### src/design/dpi_params.svh
// timing counts and address fields for the host slave port
`ifndef DPI_PARAMS_SVH
`define DPI_PARAMS_SVH
`define DPI_ADDR_UPPER 4'h4
`define DPI_ADDR_PORT_BIT 3
`define DPI_ADDR_IDX_LSB 1
`define DPI_EEPROM_ADDR 7'h50
// boot memory reader, sole-master port and second-port address table sit in another block
`define DPI_BITS_PER_BYTE 4'h8
`define DPI_CLK_PERIOD_NS 5
`define DPI_STRETCH_NS 1000
`define DPI_STRETCH_CYC ((`DPI_STRETCH_NS + `DPI_CLK_PERIOD_NS - 1) / `DPI_CLK_PERIOD_NS)
`define DPI_MHALF_NS 5000
`define DPI_MHALF_CYC (`DPI_MHALF_NS / `DPI_CLK_PERIOD_NS)
`endif

### src/design/dpi_pkg.sv
// frame state and mode types used by the host slave port
package dpi_pkg;
    typedef enum logic [2:0] {
        DPI_IDLE,
        DPI_ADDR,
        DPI_ADDR_ACK,
        DPI_RX,
        DPI_RX_ACK,
        DPI_TX,
        DPI_TX_ACK,
        DPI_IGNORE
    } dpi_state_t;
    typedef enum logic [1:0] {
        DPI_MODE_LOADER,
        DPI_MODE_APP
    } dpi_mode_t;
endpackage

### src/design/dpi_host_slave.sv
// host slave port: address match, byte/ack handling, clock stretch, strap address
`timescale 1ns/1ps
`include "dpi_params.svh"
////////////////////////////////////////////////////////////////////////////////
// Behaviour
// - matched address acked low on ninth clock
// - sda changes only while scl low
// - eight data bits then one ack
// - transmitter releases sda before ack clock
// - slave receiver acks every byte
// - nack on last read, slave releases
// - slave may stretch scl after byte
// - address 0100, port bit, strap index
// - index from strap decoded values at startup
// - loader mode answers port a only
// - second port addresses from configuration
// - master port reads memory at 0x50
// - master port is sole bus master
// - sub-address byte selects command
// - per-port interrupt output or gpo; alert mode drives both pins from req a or req b
// - open-drain drive, de-glitched inputs
module dpi_host_slave
#(
    parameter int STRETCH_CYC = `DPI_STRETCH_CYC // cycles scl held low after each ack
)
(
    input wire logic i_clk_sys, // system clock 200 MHz
    input wire logic i_sys_rst, // synchronous reset, active high
    input wire logic i_scl, // scl line level
    input wire logic i_sda, // sda line level
    output logic o_scl_oe, // pull scl low when high
    output logic o_sda_oe, // pull sda low when high
    input wire logic [2:0] i_strap_one_code, // decoded strap_pin_one value
    input wire logic [2:0] i_strap_two_code, // decoded strap_pin_two value
    input wire logic i_strap_valid, // strap codes are settled
    input wire logic i_startup_done, // leaves loader, enters application_mode
    input wire logic i_irq_req_a, // port a alert request
    input wire logic i_irq_req_b, // port b alert request
    input wire logic i_irq_gpo_mode, // interrupts used as plain outputs
    input wire logic [1:0] i_gpo_val, // gpo values for host and second port
    input wire logic [7:0] i_tx_data, // byte to send on read
    output logic [7:0] o_rx_data, // received byte
    output logic o_rx_valid, // pulse: o_rx_data new
    output logic o_rx_is_sub, // received byte is the sub-address
    output logic o_tx_take, // pulse: i_tx_data consumed
    output logic o_port_sel, // addressed port, 0 a 1 b
    output logic o_rd_mode, // current transfer is a read
    output logic [7:0] o_sub_addr, // command sub-address
    output logic o_busy, // inside a frame
    output logic [1:0] o_addr_index, // latched strap index
    output logic o_index_valid, // strap index latched
    output logic o_app_mode, // application_mode flag
    output logic o_host_port_interrupt, // host_port_interrupt pin, active low
    output logic o_second_port_interrupt // second_port_interrupt pin, active low
);
    import dpi_pkg::*;

    logic scl_lvl, scl_rise, scl_fall;
    logic sda_lvl, sda_rise, sda_fall;
    dpi_state_t state_ff;
    logic [7:0] shift_ff;
    logic [3:0] bit_cnt_ff;
    logic first_byte_ff;
    logic [$clog2(STRETCH_CYC+1)-1:0] stretch_cnt_ff;
    dpi_mode_t mode_ff;

    dpi_sync u_scl_sync (
        .i_clk_sys(i_clk_sys),
        .i_sys_rst(i_sys_rst),
        .i_line(i_scl),
        .o_level(scl_lvl),
        .o_rise(scl_rise),
        .o_fall(scl_fall)
    );
    dpi_sync u_sda_sync (
        .i_clk_sys(i_clk_sys),
        .i_sys_rst(i_sys_rst),
        .i_line(i_sda),
        .o_level(sda_lvl),
        .o_rise(sda_rise),
        .o_fall(sda_fall)
    );

    // control conditions: sda moves while scl high
    wire start_cond = sda_fall && scl_lvl;
    wire stop_cond = sda_rise && scl_lvl;

    // strap table: codes to index, 2'h0 default when no match
    function automatic logic [1:0] strap_index(input logic [2:0] a, input logic [2:0] b);
        case ({a, b})
            {3'h7, 3'h5}, {3'h7, 3'h4}, {3'h7, 3'h6}, {3'h7, 3'h3}, {3'h7, 3'h0}: strap_index = 2'h0;
            {3'h5, 3'h5}, {3'h4, 3'h4}, {3'h6, 3'h6}, {3'h3, 3'h3}, {3'h0, 3'h0}: strap_index = 2'h1;
            {3'h2, 3'h0}, {3'h3, 3'h0}, {3'h6, 3'h5}, {3'h4, 3'h0}, {3'h6, 3'h0}: strap_index = 2'h2;
            {3'h1, 3'h7}, {3'h2, 3'h7}, {3'h6, 3'h7}, {3'h3, 3'h7}, {3'h5, 3'h7}: strap_index = 2'h3;
            default: strap_index = 2'h0;
        endcase
    endfunction
    // address check: 0100 upper, port bit, index bits
    function automatic logic addr_hit(input logic [6:0] a, input logic [1:0] idx, input logic pb);
        addr_hit = (a[6:3] == `DPI_ADDR_UPPER) && (a[2] == pb) && (a[1:0] == idx);
    endfunction
    ////////////////////////////////////////////////////////////////////////////
    // strap capture and mode
    always_ff @(posedge i_clk_sys)
    begin
        if (i_sys_rst)
        begin
            o_addr_index <= 2'h0;
            o_index_valid <= 1'b0;
        end
        else if (i_strap_valid && !o_index_valid)
        begin
            o_addr_index <= strap_index(i_strap_one_code, i_strap_two_code);
            o_index_valid <= 1'b1;
        end
    end

    // port b only opens after startup completes
    always_ff @(posedge i_clk_sys)
    begin
        if (i_sys_rst)
            mode_ff <= DPI_MODE_LOADER;
        else if (i_startup_done && o_index_valid)
            mode_ff <= DPI_MODE_APP;
    end
    always_ff @(posedge i_clk_sys)
    begin
        if (i_sys_rst)
            o_app_mode <= 1'b0;
        else
            o_app_mode <= (mode_ff == DPI_MODE_APP);
    end
    wire [6:0] rx_addr = shift_ff[7:1];
    wire hit_a = o_index_valid && addr_hit(rx_addr, o_addr_index, 1'b0);
    wire hit_b = o_index_valid && (mode_ff == DPI_MODE_APP) && addr_hit(rx_addr, o_addr_index, 1'b1);
    ////////////////////////////////////////////////////////////////////////////
    // frame state machine, sampling on scl rise, driving on scl fall
    always_ff @(posedge i_clk_sys)
    begin
        if (i_sys_rst)
        begin
            state_ff <= DPI_IDLE;
            shift_ff <= 8'h00;
            bit_cnt_ff <= 4'h0;
            first_byte_ff <= 1'b0;
            o_sda_oe <= 1'b0;
            o_port_sel <= 1'b0;
            o_rd_mode <= 1'b0;
            o_rx_valid <= 1'b0;
            o_rx_data <= 8'h00;
            o_rx_is_sub <= 1'b0;
            o_tx_take <= 1'b0;
            o_sub_addr <= 8'h00;
        end
        else
        begin
            o_rx_valid <= 1'b0;
            o_tx_take <= 1'b0;
            if (start_cond)
            begin
                state_ff <= DPI_ADDR;
                bit_cnt_ff <= 4'h0;
                o_sda_oe <= 1'b0;
            end
            else if (stop_cond)
            begin
                state_ff <= DPI_IDLE;
                o_sda_oe <= 1'b0;
            end
            else
            begin
                case (state_ff)
                    DPI_ADDR, DPI_RX:
                    begin
                        if (scl_rise)
                        begin
                            shift_ff <= {shift_ff[6:0], sda_lvl};
                            bit_cnt_ff <= bit_cnt_ff + 4'h1;
                        end
                        else if (scl_fall && bit_cnt_ff == `DPI_BITS_PER_BYTE)
                        begin
                            bit_cnt_ff <= 4'h0;
                            if (state_ff == DPI_ADDR)
                            begin
                                if (hit_a || hit_b)
                                begin
                                    o_sda_oe <= 1'b1;
                                    o_port_sel <= hit_b;
                                    o_rd_mode <= shift_ff[0];
                                    first_byte_ff <= ~shift_ff[0];
                                    state_ff <= DPI_ADDR_ACK;
                                end
                                else
                                    state_ff <= DPI_IGNORE;
                            end
                            else
                            begin
                                o_sda_oe <= 1'b1;
                                o_rx_data <= shift_ff;
                                o_rx_is_sub <= first_byte_ff;
                                o_rx_valid <= 1'b1;
                                if (first_byte_ff)
                                    o_sub_addr <= shift_ff;
                                first_byte_ff <= 1'b0;
                                state_ff <= DPI_RX_ACK;
                            end
                        end
                    end
                    DPI_ADDR_ACK, DPI_RX_ACK:
                        if (scl_fall)
                        begin
                            if (o_rd_mode)
                            begin
                                o_sda_oe <= ~i_tx_data[7];
                                shift_ff <= {i_tx_data[6:0], 1'b1};
                                o_tx_take <= 1'b1;
                                bit_cnt_ff <= 4'h1;
                                state_ff <= DPI_TX;
                            end
                            else
                            begin
                                o_sda_oe <= 1'b0;
                                state_ff <= DPI_RX;
                            end
                        end
                    DPI_TX:
                        if (scl_fall)
                        begin
                            if (bit_cnt_ff == `DPI_BITS_PER_BYTE)
                            begin
                                o_sda_oe <= 1'b0;
                                state_ff <= DPI_TX_ACK;
                            end
                            else
                            begin
                                o_sda_oe <= ~shift_ff[7];
                                shift_ff <= {shift_ff[6:0], 1'b1};
                                bit_cnt_ff <= bit_cnt_ff + 4'h1;
                            end
                        end
                    DPI_TX_ACK:
                        if (scl_rise)
                            state_ff <= sda_lvl ? DPI_IGNORE : DPI_ADDR_ACK;
                    DPI_IGNORE, DPI_IDLE:
                        o_sda_oe <= 1'b0;
                    default:
                        state_ff <= DPI_IDLE;
                endcase
            end
        end
    end

    ////////////////////////////////////////////////////////////////////////////
    // stretch scl low after each ack clock so the core can take/give data
    wire ack_end = scl_fall && (state_ff == DPI_ADDR_ACK || state_ff == DPI_RX_ACK);
    always_ff @(posedge i_clk_sys)
    begin
        if (i_sys_rst || start_cond || stop_cond)
            stretch_cnt_ff <= '0;
        else if (ack_end)
            stretch_cnt_ff <= ($clog2(STRETCH_CYC+1))'(STRETCH_CYC);
        else if (stretch_cnt_ff != '0)
            stretch_cnt_ff <= stretch_cnt_ff - 1'b1;
    end
    always_ff @(posedge i_clk_sys)
    begin
        if (i_sys_rst)
            o_scl_oe <= 1'b0;
        else
            o_scl_oe <= ack_end || (stretch_cnt_ff > 1);
    end

    always_ff @(posedge i_clk_sys)
    begin
        if (i_sys_rst)
            o_busy <= 1'b0;
        else
            o_busy <= (state_ff != DPI_IDLE);
    end

    // interrupt pins: active-low alert or plain output
    always_ff @(posedge i_clk_sys)
    begin
        if (i_sys_rst)
        begin
            o_host_port_interrupt <= 1'b1;
            o_second_port_interrupt <= 1'b1;
        end
        else if (i_irq_gpo_mode)
        begin
            o_host_port_interrupt <= i_gpo_val[0];
            o_second_port_interrupt <= i_gpo_val[1];
        end
        else
        begin
            o_host_port_interrupt <= ~(i_irq_req_a | i_irq_req_b);
            o_second_port_interrupt <= ~(i_irq_req_a | i_irq_req_b);
        end
    end

    ////////////////////////////////////////////////////////////////////////////
    AST_NOACK_UNMATCHED: assert property (@(posedge i_clk_sys) disable iff (i_sys_rst)
        state_ff == DPI_IGNORE |-> ##1 !o_sda_oe || start_cond)
        else $error("sda driven while ignoring");
    AST_PORTB_LOADER: assert property (@(posedge i_clk_sys) disable iff (i_sys_rst)
        (mode_ff == DPI_MODE_LOADER && state_ff == DPI_ADDR_ACK) |-> !o_port_sel)
        else $error("port b answered in loader mode");
    AST_ACK_ON_MATCH: assert property (@(posedge i_clk_sys) disable iff (i_sys_rst)
        (state_ff == DPI_ADDR && scl_fall && bit_cnt_ff == 4'h8 && hit_a && !start_cond && !stop_cond)
        |=> o_sda_oe && state_ff == DPI_ADDR_ACK)
        else $error("matched address not acked");
    AST_RX_ACK: assert property (@(posedge i_clk_sys) disable iff (i_sys_rst)
        state_ff == DPI_RX_ACK |-> o_sda_oe)
        else $error("received byte not acked");
    AST_RELEASE_TX_ACK: assert property (@(posedge i_clk_sys) disable iff (i_sys_rst)
        state_ff == DPI_TX_ACK |-> !o_sda_oe)
        else $error("sda held in read ack slot");
    AST_SDA_SCL_LOW: assert property (@(posedge i_clk_sys) disable iff (i_sys_rst)
        ($changed(o_sda_oe) && !$past(start_cond) && !$past(stop_cond)) |-> $past(scl_fall))
        else $error("sda moved outside scl fall");
    AST_STRETCH_LEN: assert property (@(posedge i_clk_sys) disable iff (i_sys_rst)
        (ack_end && !start_cond && !stop_cond) |=> o_scl_oe [*2])
        else $error("scl stretch too short");
    AST_NACK_END: assert property (@(posedge i_clk_sys) disable iff (i_sys_rst)
        (state_ff == DPI_TX_ACK && scl_rise && sda_lvl && !start_cond && !stop_cond)
        |=> state_ff == DPI_IGNORE ##1 !o_sda_oe)
        else $error("slave kept sda after nack");
endmodule

### src/design/dpi_sync.sv
// three-stage synchroniser with agreement filter for an open-drain line input
`timescale 1ns/1ps
module dpi_sync
(
    input wire logic i_clk_sys, // system clock
    input wire logic i_sys_rst, // synchronous reset
    input wire logic i_line, // raw line level
    output logic o_level, // filtered level
    output logic o_rise, // one-cycle rising event
    output logic o_fall // one-cycle falling event
);
    logic meta_ff;
    logic s2_ff;
    logic s3_ff;

    // lines idle high, so reset to high
    always_ff @(posedge i_clk_sys)
    begin
        if (i_sys_rst)
        begin
            meta_ff <= 1'b1;
            s2_ff <= 1'b1;
            s3_ff <= 1'b1;
        end
        else
        begin
            meta_ff <= i_line;
            s2_ff <= meta_ff;
            s3_ff <= s2_ff;
        end
    end

    // change is taken only once stages two and three agree
    always_ff @(posedge i_clk_sys)
    begin
        if (i_sys_rst)
        begin
            o_level <= 1'b1;
            o_rise <= 1'b0;
            o_fall <= 1'b0;
        end
        else
        begin
            o_rise <= 1'b0;
            o_fall <= 1'b0;
            if (s2_ff == s3_ff && s3_ff != o_level)
            begin
                o_level <= s3_ff;
                o_rise <= s3_ff;
                o_fall <= ~s3_ff;
            end
        end
    end
endmodule

### config.mk
export PLATFORM = sky130hd
export DESIGN_NAME = dpi_host_slave
export DESIGN_NICKNAME = d
export VERILOG_FILES = /design/src/design/dpi_pkg.sv /design/src/design/dpi_host_slave.sv /design/src/design/dpi_sync.sv
export VERILOG_INCLUDE_DIRS = /design/src /design/src/design
export SDC_FILE = /design/constraint.sdc
export NUM_CORES = 1
export LEC_CHECK = 0
export BUFFER_PORTS_ARGS = -buffer_cell sky130_fd_sc_hd__buf_4
export CORE_MARGIN = 3
export CORE_UTILIZATION = 50
export CTS_CLUSTER_SIZE = 16
export DETAILED_ROUTE_END_ITERATION = 10
export PLACE_DENSITY = 0.76
export SLEW_MARGIN = 20
export SYNTH_ARGS = -nofsm -noshare
export SYNTH_HDL_FRONTEND = slang
export SYNTH_SLANG_ARGS = --single-unit
### constraint.sdc
create_clock -name i_clk_sys -period 2 [get_ports i_clk_sys]
set_input_delay 0.4 -clock i_clk_sys [delete_from_list [all_inputs] [get_ports i_clk_sys]]
set_output_delay 0.4 -clock i_clk_sys [all_outputs]
set_load 0.01 [all_outputs]
==> results by group, run 1 <==
Min path
  • Min-Delay Endpoint: u_scl_sync.meta_ff
  • Worst hold start: i_scl
  • Worst hold path depth: 2
  • Class of the worst hold path: in -> reg

Power and ir drop
  • Clock network fraction of total power: 0.431
  • P_sw: about 600 uW
  • Comb power frac: 0.051
  • Flop pwr share: 0.518
  • Leakage Power: ~0.0015 uW
  • Fraction of power spent switching nets: 0.228
  • Power per cell area: around 690 mW/mm^2
  • Worst VDD drop: 752 uV
  • Cell-internal power: approximately 2000 uW

Clock tree
  • Hold_buf cts: 0
  • CTS tree: built
  • Worst-case clock buffer depth: 2
  • CTS buffer count: 9
  • Clock transition at the registers of the reported paths: ~70 ps
  • TritonCTS Sinks: 67
  • CTS resizes: 0
  • Clock latency at the later pin of the worst-skew pair: roughly 350 ps
  • Root Buffer: clkbuf_8
  • Postcts setup bufs: 0
  • H-Tree Depth: 3

Global routing
  • Initial antenna violation count: 0
  • GRT Util Overall: 0.215
  • First-pass GRT wire length: roughly 13 mm
  • Largest net degree at the start of global routing: 35
  • Vias in the first global route: 2797
  • Grt ovf: 0

Floorplan
  • Die height: 84.4 microns
  • Initial Utilization: 0.536
  • Core area: 0.00574 sq mm
  • Die X-Extent: 84.4 microns
  • I/O Pins: 55
  • DIE AREA: 0.00713 sq mm
  • Rows: 27

Worst setup path
  • Worst-path fanout max: 5
  • R2r setup slk: 60 ps
  • FF-to-FF Start: stretch_cnt_ff[2]
  • Worst endpoint required time: between 2000 and 2500 ps
  • CP Cell Sequence: or4_1 > or4_1 > nor3_1 > a21oi_1 > a21oi_1
  • Arrival time at the worst endpoint: 2220 ps
  • Worst setup SP type: register
  • Critical path's slowest cell: or4_1
  • Largest stage delay on the critical path: 630 ps
  • CP endpoint kind: register
  • Worst r2r path cells: 5
  • Setup CP Type: reg -> reg
  • RR Endpoint: stretch_cnt_ff[7]

Status
  • Status: completed

Timing
  • RSZ-0062 raised after global routing: no
  • Worst Tran Pin Value: 657 ps
  • Final worst path period share: 0.969
  • Final setup fails: 0
  • Max_slew headroom: 0.562
  • Final Max Slew Viols: 0
  • Sum Neg Setup Slack: 0 ps
  • Clock skew: between 8 and 9 ps
  • Final hold vios: 0
  • Min cycle time layout: between 1500 and 2000 ps
  • Max Freq: 516 MHz

Synthesis
  • Post-Syn Area: 0.00308 sq mm
  • Fraction of synthesized area in multiplexers: 0.0130
  • Largest family of logic cells by synthesized area: simple AND/OR/NAND/NOR gates
  • Syn Nets: 411
  • Compound-Gate Fraction of Synth Area: 0.192
  • Synth Area in Simple Gates: 0.275
  • Synth Area in Adders: 0.0269
  • Sequential area share after synthesis: 0.436
  • Post-synth ARST share: 0
  • Leading post-synthesis cells by cell area: dfxtp_1 44%, a21oi_1 6.3%, nand2_1 6.1%
  • Syn. warnings: 0
  • XOR/XNOR Fraction of Synth Area: 0.0199
  • Yosys cell types: 52
  • Main synth FF type: dfxtp_1
  • Synth top area share: 0.436
  • Post-synthesis cell count: 381
  • Mapped Avg Cell Area: 8.07 sq um
  • Number of flops mapped to enable cells by yosys: 0
  • Yosys top cell by area: dfxtp_1
  • Count of state elements after synthesis: 67

Detailed routing
  • DRT Pass-1 Iters: 5
  • Drt drc: 0
  • Drt wl/cell: 14.5 microns
  • Routed WL: 7.52 mm
  • DRT antenna net count: 0
  • Vias: 2923
  • DR vias/cell: between 5 and 6
  • Initial DRC Count: 184

Final layout
  • Ant. Diodes: 0
  • Post-route cell area: 0.00382 sq mm
  • Layout area overhead: 24.3%
  • Layout cells sized above 1: 0.219
  • Commonest non-fill, non-tap cell in the layout: buf_4
  • Leading cell types in the layout, fill and taps excluded: 69 x buf_4, 67 x dfxtp_1, 50 x nand2_1, 43 x nor2_1, 39 x a21oi_1
  • Nets: 472

Job
  • Max Cap Viol: 0

Placement
  • Gpl congestion: 0.894
  • DP Area: 0.00361 sq mm
  • IO Port Bufs: 54
  • Hpwl dp: roughly 5.4 mm
worst max-delay path: cells and delay by family (launching register included):
kind / cells / cell delay (ps)
AND/OR/NAND/NOR: 3 / 1300
flip-flops: 1 / 350
AO/OA/AOI/OAI: 2 / 230
worst max-delay path by stage:
stage	from	endpoint	cells after the start
after floorplan	o_index_valid	first_byte_ff	5
after global placement	stretch_cnt_ff[2]	stretch_cnt_ff[3]	5
after detailed placement	stretch_cnt_ff[2]	stretch_cnt_ff[7]	5
after CTS	stretch_cnt_ff[2]	stretch_cnt_ff[7]	5
after global routing	bit_cnt_ff[0]	o_rx_is_sub	8
final	stretch_cnt_ff[2]	stretch_cnt_ff[7]	5
cell usage after synthesis (3+ instances only):
master and instances:
nor3b_1 3, o21ai_1 4, mux2i_1 4, buf_2 3
or2_2 6, nor2b_1 8, xor2_1 3, nor3_1 14
inv_1 10, or4_1 3, xnor2_1 4, nor3_2 3
nand2_1 50, dfxtp_1 67, nor2_1 43, nand2b_1 3
nand3b_1 4, o21ai_0 16, a211oi_1 5, a21oi_1 39
a311oi_1 6, or3_1 5, o211ai_1 4, nand3_1 17
ha_1 5, clkbuf_1 15, o22ai_1 4
flip-flops by register name, indices dropped and copies added, names as in the netlist, 2 cells and up:
name and flops:
o_rx_data 8, bit_cnt_ff 4, state_ff 3, stretch_cnt_ff 8, shift_ff 8, o_sub_addr 8
o_addr_index 2
kinds of logic (layout without fill, tap and decap cells):
logic type | after synthesis | count (layout)
xor gates and xnor gates | 7 | 7
and+or+nand+nor | 170 | 170
muxes | 4 | 4
buffers and inverters | 30 | 96
DFF | 67 | 67
adders and majority gates | 7 | 7
AOI/OAI and AO/OA | 96 | 96
through the flow:
stage	worst slack, ps	hold slack [ps]	cells	util	total power [uW]
global placement	172	393	503	0.628	1520
finish	61.2	231	519	0.666	2620
detailed placement	131	398	503	0.628	1520
global route	2.70	220	519	0.666	2730
CTS	95.0	215	519	0.663	2650
floorplan	161	389	381	-	1450
layout make-up:
type	count	area (sq um)
multi-input combinational	284	1630
sequential	67	1340
clock inverter	6	63.8
inverter	11	41.3
tap	72	90.1
timing repair buffer	69	518
clock buffer	10	138
fill	497	1920
routing by layer:
metal / vias up / track usage / wire length, microns
met5: - / 0 / 0
met4: 0 / 0.0590 / 89
met3: 11 / 0.0707 / 467
met2: 88 / 0.360 / 3610
met1: 1352 / 0.265 / 3350
li1: 1472 / - / -
power groups by stage:
stage                     Clock [uW]  Sequential, uW  Combinational [uW]
after floorplan                    0            1390                58.1
after global placement             0            1390                 130
after detailed placement           0            1390                 134
after CTS                       1160            1360                 135
after global routing            1220            1360                 147
final                           1130            1360                 135
(Power assumes the default switching activity.)
==> inputs of run 2 (changes only) <==
--- a/config.mk
+++ b/config.mk
@@ -12,6 +12,7 @@
 export CTS_CLUSTER_SIZE = 16
 export DETAILED_ROUTE_END_ITERATION = 10
 export PLACE_DENSITY = 0.76
+export SETUP_SLACK_MARGIN = 0.15
 export SLEW_MARGIN = 20
 export SYNTH_ARGS = -nofsm -noshare
 export SYNTH_HDL_FRONTEND = slang
==> run 2 against run 1 <==
Against the previous run:
- clock skew rose by 0.78 ps
- critical path depth is the same
- worst setup slack improved by 140 ps
- register-to-register slack gained 140 ps
- largest power group unchanged
- highest routed layer unchanged
==> results by group, run 2 (synthesis gave the netlist of run 1 again) <==
Status
  • Status: completed (unchanged)

Detailed routing
  • Routed WL: 7.64 mm (was 7.52 mm)
  • Drt drc: 0 (unchanged)
  • DRT antenna net count: 0 (unchanged)
  • DRT Pass-1 Iters: 5 (unchanged)
  • Drt wl/cell: 14.7 microns (was 14.5 microns)
  • DR vias/cell: 5.70 (was 5.63)
  • Initial DRC Count: 173 (was 184)
  • Vias: 2958 (was 2923)

Timing
  • Final setup fails: 0 (unchanged)
  • Sum Neg Setup Slack: 0 ps (unchanged)
  • Final Max Slew Viols: 0 (unchanged)
  • Max_slew headroom: 0.621 (was 0.562)
  • Min cycle time layout: 1800 ps (was 1940 ps)
  • RSZ-0062 raised after global routing: yes (was no)
  • Max Freq: 555 MHz (was 516 MHz)
  • Final hold vios: 0 (unchanged)
  • Clock skew: 9.00 ps (was 8.22 ps)
  • Final worst path period share: 0.900 (was 0.969)
  • Worst Tran Pin Value: 569 ps (was 657 ps)
  • Setup ws final: 199 ps (was 61.2 ps)

Min path
  • Class of the worst hold path: in -> reg (unchanged)
  • Worst hold path depth: 2 (unchanged)

Global routing
  • Initial antenna violation count: 0 (unchanged)
  • GRT Util Overall: 0.215 (about the same)
  • First-pass GRT wire length: 12.5 mm (about the same)
  • Vias in the first global route: 2801 (was 2797)
  • Grt ovf: 0 (unchanged)
  • Largest net degree at the start of global routing: 35 (unchanged)

Worst setup path
  • Worst endpoint required time: 2280 ps (was 2290 ps)
  • Setup CP Type: reg -> reg (unchanged)
  • CP endpoint kind: register (unchanged)
  • FF-to-FF Start: stretch_cnt_ff[2] (unchanged)
  • Worst setup SP type: register (unchanged)
  • Worst Setup EP: stretch_cnt_ff[7] (unchanged)
  • Crit. Startpoint: stretch_cnt_ff[2] (unchanged)
  • R2r setup slk: 200 ps (was 60 ps)
  • Worst r2r path cells: 5 (unchanged)
  • Worst-path fanout max: 5 (unchanged)
  • Arrival time at the worst endpoint: 2090 ps (was 2220 ps)
  • RR Endpoint: stretch_cnt_ff[7] (unchanged)

Floorplan
  • Core area: 0.00574 sq mm (unchanged)
  • Die X-Extent: 84.4 microns (unchanged)
  • Initial Utilization: 0.536 (unchanged)
  • Rows: 27 (unchanged)
  • Die height: 84.4 microns (unchanged)
  • I/O Pins: 55 (unchanged)
  • DIE AREA: 0.00713 sq mm (unchanged)

Clock tree
  • Worst-case clock buffer depth: 2 (unchanged)
  • TritonCTS Sinks: 67 (unchanged)
  • Clock latency at the later pin of the worst-skew pair: 350 ps (about the same)
  • CTS tree: built (unchanged)
  • Hold_buf cts: 0 (unchanged)
  • H-Tree Depth: 3 (unchanged)
  • Clock transition at the registers of the reported paths: 70 ps (about the same)
  • CTS buffer count: 9 (unchanged)
  • Root Buffer: clkbuf_8 (unchanged)

Placement
  • DP Worst Slack: 131 ps (unchanged)
  • Hpwl dp: 5.37 mm (unchanged)
  • IO Port Bufs: 54 (unchanged)
  • Gpl congestion: 0.894 (unchanged)

Power and ir drop
  • Clock network fraction of total power: 0.430 (was 0.431)
  • P_sw: 601 uW (was 599 uW)
  • Power per cell area: 677 mW/mm^2 (was 686 mW/mm^2)
  • Cell-internal power: 2030 uW (was 2020 uW)
  • Flop pwr share: 0.517 (was 0.518)
  • Worst VDD drop: 752 uV (about the same)
  • Comb power frac: 0.053 (was 0.051)
  • Fraction of power spent switching nets: 0.229 (was 0.228)
  • Leakage Power: 0.00155 uW (was 0.00154 uW)

Job
  • Max Cap Viol: 0 (unchanged)

Final layout
  • Layout cells sized above 1: 0.253 (was 0.219)
  • Layout area overhead: 26.2% (was 24.3%)
  • Ant. Diodes: 0 (unchanged)
  • Nets: 472 (unchanged)
  • Leading cell types in the layout, fill and taps excluded: 67 x buf_4, 63 x dfxtp_1, 49 x nand2_1, 43 x nor2_1, 39 x a21oi_1 (was 69 x buf_4, 67 x dfxtp_1, 50 x nand2_1, 43 x nor2_1, 39 x a21oi_1)
  • Commonest non-fill, non-tap cell in the layout: buf_4 (unchanged)
[run 2: how the worst min path moves through the flow]
stage / start / endpoint / slack (ps)
2_1_floorplan: u_scl_sync.meta_ff / u_scl_sync.s2_ff / 390
3_3_place_gp: u_scl_sync.meta_ff / u_scl_sync.s2_ff / 390
3_5_place_dp: u_sda_sync.meta_ff / u_sda_sync.s2_ff / 400
4_1_cts: i_scl / u_scl_sync.meta_ff / 210
5_1_grt: i_scl / u_scl_sync.meta_ff / 220
6_report: i_scl / u_scl_sync.meta_ff / 230
[run 2: area by class of cell]
cell class,instances,area [sq um]
Clock inverter,6,63.8
Fill cell,485,1860
Inverter,11,41.3
Timing Repair Buffer,69,526
Clock buffer,10,138
Tap cell,72,90.1
Multi-Input combinational cell,284,1680
Sequential cell,67,1350
[run 2: power by group through the flow]
stage,registers [uW],clock network (uW),logic [uW]
after global placement,1390,0,130
after detailed placement,1390,0,134
after floorplan,1390,0,58.1
after CTS,1360,1160,135
final,1360,1130,138
after global routing,1360,1220,151
[run 2: per-stage QoR]
stage,std cells,util,cell area (sq um),hold slack (ps),total power [uW]
2_1_floorplan,381,-,3080,389,1450
3_3_place_gp,503,0.628,3610,393,1520
3_5_place_dp,503,0.628,3610,398,1520
4_1_cts,519,0.664,3810,215,2650
5_1_grt,519,0.676,3880,220,2730
6_report,519,0.676,3880,231,2630
[run 2: timing repair]
action                     in CTS  in global routing
buffers inserted                0                  0
resized for setup               1                 19
pin swaps                       1                  1
gates cloned                    0                  0
setup endpoints to repair       3                 40
[run 2: critical path, stage by stage, from the launching register on]
cell	delay, ps
dfxtp_1	350
or4_4	580
or4_4	450
nor3_2	130
a21oi_1	70
a21oi_1	150
[run 2: layer usage]
metal / vias up / track usage / wire length (microns) / part of all wire
met3: 15 / 0.0707 / 498 / 0.065
met4: 0 / 0.0590 / 82 / 0.011
met1: 1369 / 0.266 / 3390 / 0.44
li1: 1467 / - / - / -
met5: - / 0 / 0 / 0
met2: 107 / 0.360 / 3670 / 0.48
